$ cat src/amr_consts.vh
// constants for the accumulator move and return decoder
`ifndef AMR_CONSTS_VH
`define AMR_CONSTS_VH

// instruction word, data and register address field widths
`define AMR_IW            14
`define AMR_DW            8
`define AMR_FW            7
// store accumulator: 00 0000 1fff ffff
`define AMR_STORE_MASK    14'h3f80
`define AMR_STORE_PAT     14'h0080
// load literal: 11 00xx kkkk kkkk
`define AMR_LDLIT_MASK    14'h3c00
`define AMR_LDLIT_PAT     14'h3000
// no operation: 00 0000 0xx0 0000
`define AMR_NOP_MASK      14'h3f9f
`define AMR_NOP_PAT       14'h0000
// return from interrupt: 00 0000 0000 1001
`define AMR_RETI_PAT      14'h0009
// legacy option load: 00 0000 0110 0010
`define AMR_OPTLD_PAT     14'h0062
// global enable bit position in irq control register
`define AMR_GIE_BIT       7
// cycles taken by return from interrupt
`define AMR_RETI_CYCLES   2
// reset values
`define AMR_ACC_RST       8'h00
`define AMR_OPT_RST       8'hff

`endif

$ cat src/amr_match.v
// instruction pattern matcher for the decoder group
`default_nettype none
`include "amr_consts.vh"

module amr_match (
    input  wire [13:0] instr_i,
    output wire        is_ldlit_o,
    output wire        is_store_o,
    output wire        is_nop_o,
    output wire        is_reti_o,
    output wire        is_optld_o
);

    // masked compares for ldlit, store and nop, don't-care bits cleared by the mask; exact compares for reti and optld
    assign is_ldlit_o = (instr_i & `AMR_LDLIT_MASK) == `AMR_LDLIT_PAT;
    assign is_store_o = (instr_i & `AMR_STORE_MASK) == `AMR_STORE_PAT;
    assign is_nop_o   = (instr_i & `AMR_NOP_MASK) == `AMR_NOP_PAT;
    assign is_reti_o  = instr_i == `AMR_RETI_PAT;
    assign is_optld_o = instr_i == `AMR_OPTLD_PAT;

endmodule

`default_nettype wire

$ cat src/amr_decode.v
// decode and execute for literal load, store, nop, irq return, option load
`default_nettype none
`include "amr_consts.vh"

module amr_decode #(
    parameter OPT_ADDR = 7'h01,  // address of option register in file space
    parameter IRQ_ADDR = 7'h0b   // address of irq control register
) (
    input  wire        mclk_i,
    input  wire        rst_b_i,
    input  wire        instr_valid_i,   // fetched word is ready to execute
    input  wire [13:0] instr_i,
    input  wire [12:0] stack_top_entry_i, // current top of return stack
    input  wire [7:0]  irq_control_register_i, // current irq control value
    output reg  [7:0]  acc_o,           // working accumulator
    output reg         file_we_o,       // one-cycle register write strobe
    output reg  [6:0]  file_addr_o,
    output reg  [7:0]  file_wdata_o,
    output reg  [7:0]  option_o,        // option register contents
    output reg         stack_pop_o,     // one-cycle pop strobe
    output reg         pc_load_o,       // one-cycle program counter load
    output reg  [12:0] pc_value_o,
    output reg         irq_ctl_we_o,    // write of irq control register
    output reg  [7:0]  irq_ctl_wdata_o,
    output reg         busy_o,          // second cycle of a two-cycle op
    output reg         unknown_o        // word not of this group
);

    ////////////////////////////////////////////////////////////////////
    // pattern match
    wire is_ldlit;
    wire is_store;
    wire is_nop;
    wire is_reti;
    wire is_optld;

    amr_match u_match (
        .instr_i    (instr_i),
        .is_ldlit_o (is_ldlit),
        .is_store_o (is_store),
        .is_nop_o   (is_nop),
        .is_reti_o  (is_reti),
        .is_optld_o (is_optld)
    );

    ////////////////////////////////////////////////////////////////////
    // sequencer: idle, or flushing the second cycle of a return
    // a return owns two cycles: in the second the prefetched word is
    // stale and must not execute, so the sequencer parks for one edge
    localparam ST_RUN   = 1'b0;
    localparam ST_FLUSH = 1'b1;

    // set mask for the global enable bit in the irq control word
    localparam [7:0] GIE_MASK = 8'h01 << `AMR_GIE_BIT;

    reg        state_r;
    reg        state_nxt;
    wire       take;
    wire [6:0] fadr;

    // a word is executed only while the sequencer is free
    assign take = instr_valid_i && (state_r == ST_RUN);
    // register address field of a store word
    assign fadr = instr_i[`AMR_FW-1:0];

    ////////////////////////////////////////////////////////////////////
    // qualified operation strobes
    wire do_ldlit;
    wire do_store;
    wire do_reti;
    wire do_optld;
    wire do_other;
    wire hit_opt;
    wire hit_irq;

    // the group's encodings are disjoint, so at most one is high
    assign do_ldlit = take && is_ldlit;
    assign do_store = take && is_store;
    assign do_reti  = take && is_reti;
    assign do_optld = take && is_optld;
    // nop and foreign words change nothing; foreign ones are flagged
    assign do_other = take && !is_ldlit && !is_store && !is_reti
                      && !is_optld && !is_nop;

    // store targets that shadow a register held in this block
    assign hit_opt = (fadr == OPT_ADDR);
    assign hit_irq = (fadr == IRQ_ADDR);

    ////////////////////////////////////////////////////////////////////
    // sequencer next state
    // a fetch arriving during the flush cycle is discarded, as the
    // prefetched word after a return is stale
    always @* begin
        state_nxt = state_r;
        case (state_r)
            ST_RUN: begin
                if (do_reti) begin
                    state_nxt = ST_FLUSH;
                end
            end
            ST_FLUSH: begin
                state_nxt = ST_RUN;
            end
            default: begin
                state_nxt = ST_RUN;
            end
        endcase
    end

    // sequencer state register
    always @(posedge mclk_i or negedge rst_b_i) begin
        if (!rst_b_i) begin
            state_r <= ST_RUN;
        end else begin
            state_r <= state_nxt;
        end
    end

    ////////////////////////////////////////////////////////////////////
    // next values; no status flag output exists, so no op touches flags
    // limitation: the option shadow only follows stores made here
    reg [7:0]  acc_nxt;
    reg [6:0]  file_addr_nxt;
    reg [7:0]  file_wdata_nxt;
    reg [7:0]  option_nxt;
    reg [12:0] pc_value_nxt;
    reg [7:0]  irq_ctl_wdata_nxt;

    // held values change only on the op that owns them
    always @* begin
        acc_nxt           = acc_o;
        file_addr_nxt     = file_addr_o;
        file_wdata_nxt    = file_wdata_o;
        option_nxt        = option_o;
        pc_value_nxt      = pc_value_o;
        irq_ctl_wdata_nxt = irq_ctl_wdata_o;
        if (do_ldlit) begin
            acc_nxt = instr_i[`AMR_DW-1:0];
        end
        if (do_store) begin
            file_addr_nxt  = fadr;
            file_wdata_nxt = acc_o;
            if (hit_opt) begin
                option_nxt = acc_o;
            end
            if (hit_irq) begin
                irq_ctl_wdata_nxt = acc_o;
            end
        end
        if (do_reti) begin
            pc_value_nxt      = stack_top_entry_i;
            irq_ctl_wdata_nxt = irq_control_register_i
                              | GIE_MASK;
        end
        if (do_optld) begin
            option_nxt = acc_o;
        end
    end

    ////////////////////////////////////////////////////////////////////
    // one-cycle strobes for the neighbouring units
    wire file_we_nxt;
    wire stack_pop_nxt;
    wire pc_load_nxt;
    wire irq_ctl_we_nxt;
    wire busy_nxt;
    wire unknown_nxt;

    assign file_we_nxt    = do_store;
    assign stack_pop_nxt  = do_reti;
    assign pc_load_nxt    = do_reti;
    // a store by address reaches the irq control register too
    assign irq_ctl_we_nxt = do_reti || (do_store && hit_irq);
    assign busy_nxt       = do_reti;
    assign unknown_nxt    = do_other;

    ////////////////////////////////////////////////////////////////////
    // strobe registers; recomputed every edge so each pulse lasts one
    always @(posedge mclk_i or negedge rst_b_i) begin
        if (!rst_b_i) begin
            file_we_o    <= 1'b0;
            stack_pop_o  <= 1'b0;
            pc_load_o    <= 1'b0;
            irq_ctl_we_o <= 1'b0;
            busy_o       <= 1'b0;
            unknown_o    <= 1'b0;
        end else begin
            file_we_o    <= file_we_nxt;
            stack_pop_o  <= stack_pop_nxt;
            pc_load_o    <= pc_load_nxt;
            irq_ctl_we_o <= irq_ctl_we_nxt;
            busy_o       <= busy_nxt;
            unknown_o    <= unknown_nxt;
        end
    end

    // held registers; reset values match an idle core
    always @(posedge mclk_i or negedge rst_b_i) begin
        if (!rst_b_i) begin
            acc_o           <= `AMR_ACC_RST;
            file_addr_o     <= 7'h00;
            file_wdata_o    <= 8'h00;
            option_o        <= `AMR_OPT_RST;
            pc_value_o      <= 13'h0000;
            irq_ctl_wdata_o <= 8'h00;
        end else begin
            acc_o           <= acc_nxt;
            file_addr_o     <= file_addr_nxt;
            file_wdata_o    <= file_wdata_nxt;
            option_o        <= option_nxt;
            pc_value_o      <= pc_value_nxt;
            irq_ctl_wdata_o <= irq_ctl_wdata_nxt;
        end
    end

endmodule

`default_nettype wire

$ cat config.mk
export PLATFORM = sky130hd
export DESIGN_NAME = amr_decode
export DESIGN_NICKNAME = d
export VERILOG_FILES = /design/src/amr_match.v /design/src/amr_decode.v
export VERILOG_INCLUDE_DIRS = /design/src
export SDC_FILE = /design/constraint.sdc
export NUM_CORES = 1
export LEC_CHECK = 0
export BUFFER_PORTS_ARGS = -buffer_cell sky130_fd_sc_hd__buf_2
export CAP_MARGIN = 10
export CORE_MARGIN = 2
export CORE_UTILIZATION = 25
export DETAILED_ROUTE_END_ITERATION = 8
export MAX_ROUTING_LAYER = met4
export PLACE_DENSITY = 0.47
export SETUP_SLACK_MARGIN = 0.02
export SLEW_MARGIN = 30
export SYNTH_ARGS = -nofsm -noshare
export SYNTH_HDL_FRONTEND = slang
export SYNTH_SLANG_ARGS = --single-unit
$ cat constraint.sdc
create_clock -name mclk_i -period 4 [get_ports mclk_i]
set_input_delay 1 -clock mclk_i [delete_from_list [all_inputs] [get_ports mclk_i]]
set_output_delay 1 -clock mclk_i [all_outputs]
set_load 0.005 [all_outputs]
# Word-level counts from Yosys, hierarchy flattened
# Index checks and enable logic that the tools add are counted.
# word_totals
mem_count	0
mem_bits_rw	0
out_inout_bits	58
wordCells	50
register_bits	57
latch_bits	0
romBits	0
# op_classes
eq_ne	6
n_addsub	0
multipliers	0
n_bitwise	1
div_mod_pow	0
n_reduce_logical	24
muxes	8
order_cmp	0
n_shift	0
# ops
op	count
$mux 8	6
$eq 14x4->1 const B	1
$eq 14x7->1 const B	1
$eq 7x1->1 const B	2
$logic_not 14->1	1
$logic_and 1x1->1	11
$reduce_bool 2->1	4
$eq 7x4->1 const B	1
$logic_not 1->1	5
$eq 4x4->1 const B	1
$reduce_and 2->1	2
$pmux 1 s2	1
$logic_or 1x1->1	1
$mux 1	1
$not 1->1	1

# Logic depth before layout (Yosys ltp)
# logic_depth
ltp_word	7
depth_mapped	6
depth_no_buf	4

# By module
# Synthesis repeated with hierarchy kept, for this count alone.
# hier_totals
cells_unflattened	213
area_unflattened_um2	2471.1
# modules_own_cells
module	cells_each	area_each_um2	seq_area_each_um2	instances
amr_decode	197	2374.8	1436.4	1
amr_match	16	96.3	0.0	1

# Least setup slack after synthesis
# OpenSTA, ideal clock, no wires.
# synth_path
kind	input to register
start	input port instr_i[9]
end	register irq_ctl_wdata_o[0]
path_stages	5
arrival_ns	2.171
setup_ns	0.125
setup_slack_ns	1.704
path_cell_list	nor4_4 -> and3_1 -> and4_1 -> buf_6 -> mux2_4
# synth_via
elab_chain_cells	4
word_cells_on_any_way	8
# synth_rtl
element	line	text
from (decl)	amr_decode.v:12	input wire [13:0] instr_i,
$eq 14x4->1 (no line) or $eq 7x1->1 (tied branches)	n/a	
$logic_and 1x1->1, on equally long branches	amr_decode.v:79, amr_decode.v:78	
$reduce_bool 2->1 (no line)	n/a	
$reduce_and 2->1 (no line)	n/a	
to (signal assigned)	amr_decode.v:212	irq_ctl_wdata_o <= irq_ctl_wdata_nxt;
to (decl)	amr_decode.v:24	output reg [7:0] irq_ctl_wdata_o,
# Several ways; a longest one is shown, not always the timed one.
# A chain may end at the register's enable or synchronous reset.

# Worst setup path after layout
# layout_path
start	input port instr_i[9]
end	register irq_ctl_wdata_o[2]
# The elaborated chain is that of the path after synthesis.

==> impl_metrics.env <==
export IMPL_critPathLaunchType="input pin"
export IMPL_synth_most_common_cell="mux2_2"
export IMPL_synthXorXnorAreaFrac_pct=0.351
export IMPL_timing_fmax_mhz=393
export IMPL_setup_viol=0
export IMPL_hold_viol=0
export IMPL_syn_to_final_growth_pct=31.0
export IMPL_tightestPinTransition_ps=709
export IMPL_design_area_mm2=0.00327
export IMPL_maxSlewHeadroom_pct=52.7
export IMPL_synthSimpleGateAreaFrac_pct=9.98
export IMPL_grt_max_degree=33
export IMPL_post_cts_resize_count=0
export IMPL_rsz0062_at_grt="no"
export IMPL_synth_edff_count=0
export IMPL_num_fill_cells=1000
export IMPL_power_density_mw_per_mm2=396
export IMPL_drt_first_pass_iters=4
export IMPL_hpwl_um=4130
export IMPL_ff2ff_setup_slack_ps=2070
export IMPL_synth_top_area_share_pct=49.2
export IMPL_port_buffers=94
export IMPL_cp_data_arrival_time_ps=2760
export IMPL_grt_pass1_wl_um=9360
export IMPL_synth_cells=158
export IMPL_cts_buffers=9
export IMPL_ys_types=35
export IMPL_ff2ff_path_depth=4
export IMPL_fin_ws_ps=1450
export IMPL_ys_flop_type="dfrtp_1"
export IMPL_reg2reg_from="state_r"
export IMPL_syn_nets=196
export IMPL_ys_top_cells_by_count="51 x mux2_2, 49 x dfrtp_1, 8 x dfstp_2"
export IMPL_cts_tree="done"
export IMPL_dieWidth_um=104
export IMPL_synth_area_mm2=0.00249
export IMPL_status="complete, no violations"
export IMPL_vias=1686
export IMPL_cap_violations=0
export IMPL_clkSinkCount=57
export IMPL_postCtsSetupRepairBufs=0
export IMPL_synthAdderAreaFrac_pct=0
export IMPL_p_leak_uw=0.00175
export IMPL_antenna_found_initial=0
export IMPL_synth_top_family_by_area="multiplexers"
export IMPL_wire_per_inst_um=14.9
export IMPL_path_clk_slew_ps=70
export IMPL_fin_crit_sh_pct=63.7
export IMPL_synth_compound_area_share_pct=2.06
export IMPL_final_setup_tns_ps=0
export IMPL_hold_path_cell_count=1
export IMPL_syn_avg_cell_area_um2=15.8
export IMPL_finalCriticalPeriod_ps=2550
export IMPL_multi_input_area_um2=998
export IMPL_gp_routability_congestion=0.697
export IMPL_nNetsFinal=295
export IMPL_clkLatencyLatePin_ps=330
export IMPL_dp_cells=379
export IMPL_core_rowCount=36
export IMPL_start_util_pct=25.6
export IMPL_yosysWarningCount=0
export IMPL_core_mm2=0.00973
export IMPL_yosysTopAreaCell="dfrtp_1"
export IMPL_seq_area_frac_synth_pct=57.6
export IMPL_drt_iter0_markers=47
export IMPL_r2r_end="irq_ctl_wdata_o[2]"
export IMPL_overflow=0
export IMPL_seq_area_mm2=0.00144
export IMPL_synth_area_mux_share_pct=27.6
export IMPL_die_y_um=104
export IMPL_diodes=0
export IMPL_dieArea_mm2=0.0108
export IMPL_hold_path_end="pc_value_o[7]"
export IMPL_maxSlewViolCount=0
export IMPL_synth_seq_cells=57
export IMPL_synthTopCellsByArea="dfrtp_1 49%, mux2_2 23%, dfstp_2 8.4%, mux2_4 4.2%, buf_6 1.4%"
export IMPL_htree_levels=3
export IMPL_vias_per_cell=4.28
export IMPL_drive_gt1_share_pct=70.9
export IMPL_wirelength_um=5890
export IMPL_finish_utilization_pct=33.6
export IMPL_hold_start="pc_value_o[7]"
export IMPL_finalNonFillerCells=394
export IMPL_place_ws_ps=1090
export IMPL_clk_path_buf_depth=2
export IMPL_cp_max_fo=8
export IMPL_cts_root_buf="clkbuf_8"
export IMPL_finClkSkew_ps=7.05
export IMPL_cts_hold_buf=0
export IMPL_hp_class="reg2reg"
export IMPL_async_reset_ff_share_pct=100
export IMPL_grt_pass1_vias=1624
export IMPL_worstPathRequired_ps=4210
export IMPL_dpl_instance_area_mm2=0.00308
export IMPL_cp_end_kind="register"
export IMPL_final_antenna_net_count=0
export IMPL_track_usage_pct=11.8
export IMPL_critPathKind="in2reg"
export IMPL_ir_worst_vdd_mv=0.118
export IMPL_boundaryPins=96
export IMPL_drc=0
-- per-layer routing --
| metal | vias to the layer above | track usage (%) | share of wire (%) |
|---|---|---|---|
| met5 | - | - | 0 |
| met2 | 69 | 16.0 | 42 |
| li1 | 778 | - | - |
| met3 | 15 | 3.20 | 6.0 |
| met4 | 0 | 5.50 | 1.9 |
| met1 | 824 | 16.3 | 50 |
-- stage by stage --
stage / hold slack [ps] / total power (uW)
global placement: 483 / 785
finish: 502 / 1290
global route: 516 / 1370
detailed placement: 491 / 786
floorplan: 494 / 701
CTS: 507 / 1320
-- registers in the layout (all words and copies together) (netlist names) --
signal / cells
acc_o: 8
file_we_o: 1
irq_ctl_wdata_o: 8
file_wdata_o: 8
file_addr_o: 7
irq_ctl_we_o: 1
option_o: 8
pc_value_o: 13
unknown_o: 1
busy_o: 1
state_r: 1
-- cell families (layout without fill, tap and decap cells) --
logic type             Yosys count  after routing
buffers and inverters            7            110
AO/OA/AOI/OAI                    7              7
AND/OR/NAND/NOR                 27             27
multiplexers                    59             59
flip-flops                      57             57
XOR/XNOR                         1              1
-- worst max-delay path: stages --
cell	delay, ps
buf_2	110
nor4_4	370
and3_1	270
and4_1	650
mux2_4	350
-- how the worst max path moves through the flow --
stage	startpoint	to	cells past startpoint
global placement	instr_i[9]	irq_ctl_wdata_o[4]	5
finish	instr_i[9]	irq_ctl_wdata_o[2]	5
global route	instr_i[9]	irq_ctl_wdata_o[6]	5
detailed placement	instr_i[9]	irq_ctl_wdata_o[2]	5
floorplan	instr_i[9]	irq_ctl_wdata_o[0]	5
CTS	instr_i[9]	irq_ctl_wdata_o[5]	5
-- final cells by class --
class | count | area share, %
flip-flops and latches | 57 | 44.0
clock inverters | 4 | 1.38
clock buffers | 11 | 4.33
well taps | 133 | 5.10
repair buffers | 95 | 14.6
multi-input cells | 94 | 30.6
-- cells in the final DEF, fill, tap and decap left out, types with 2 or more instances in the layout --
cell type,instances
dfstp_2,8
nand2_1,3
clkinv_2,3
mux2_2,51
o31ai_1,2
mux2_4,7
clkbuf_8,10
nor2_1,2
buf_2,94
dfrtp_1,49
and4_1,3
and2_1,2
nand4_1,2
-- report_power, final --
group	internal, uW	switching, uW
combinational	74.7	59.3
clock	298	223
sequential	608	30.4
Note: power is estimated with default switching activity, not from simulation.
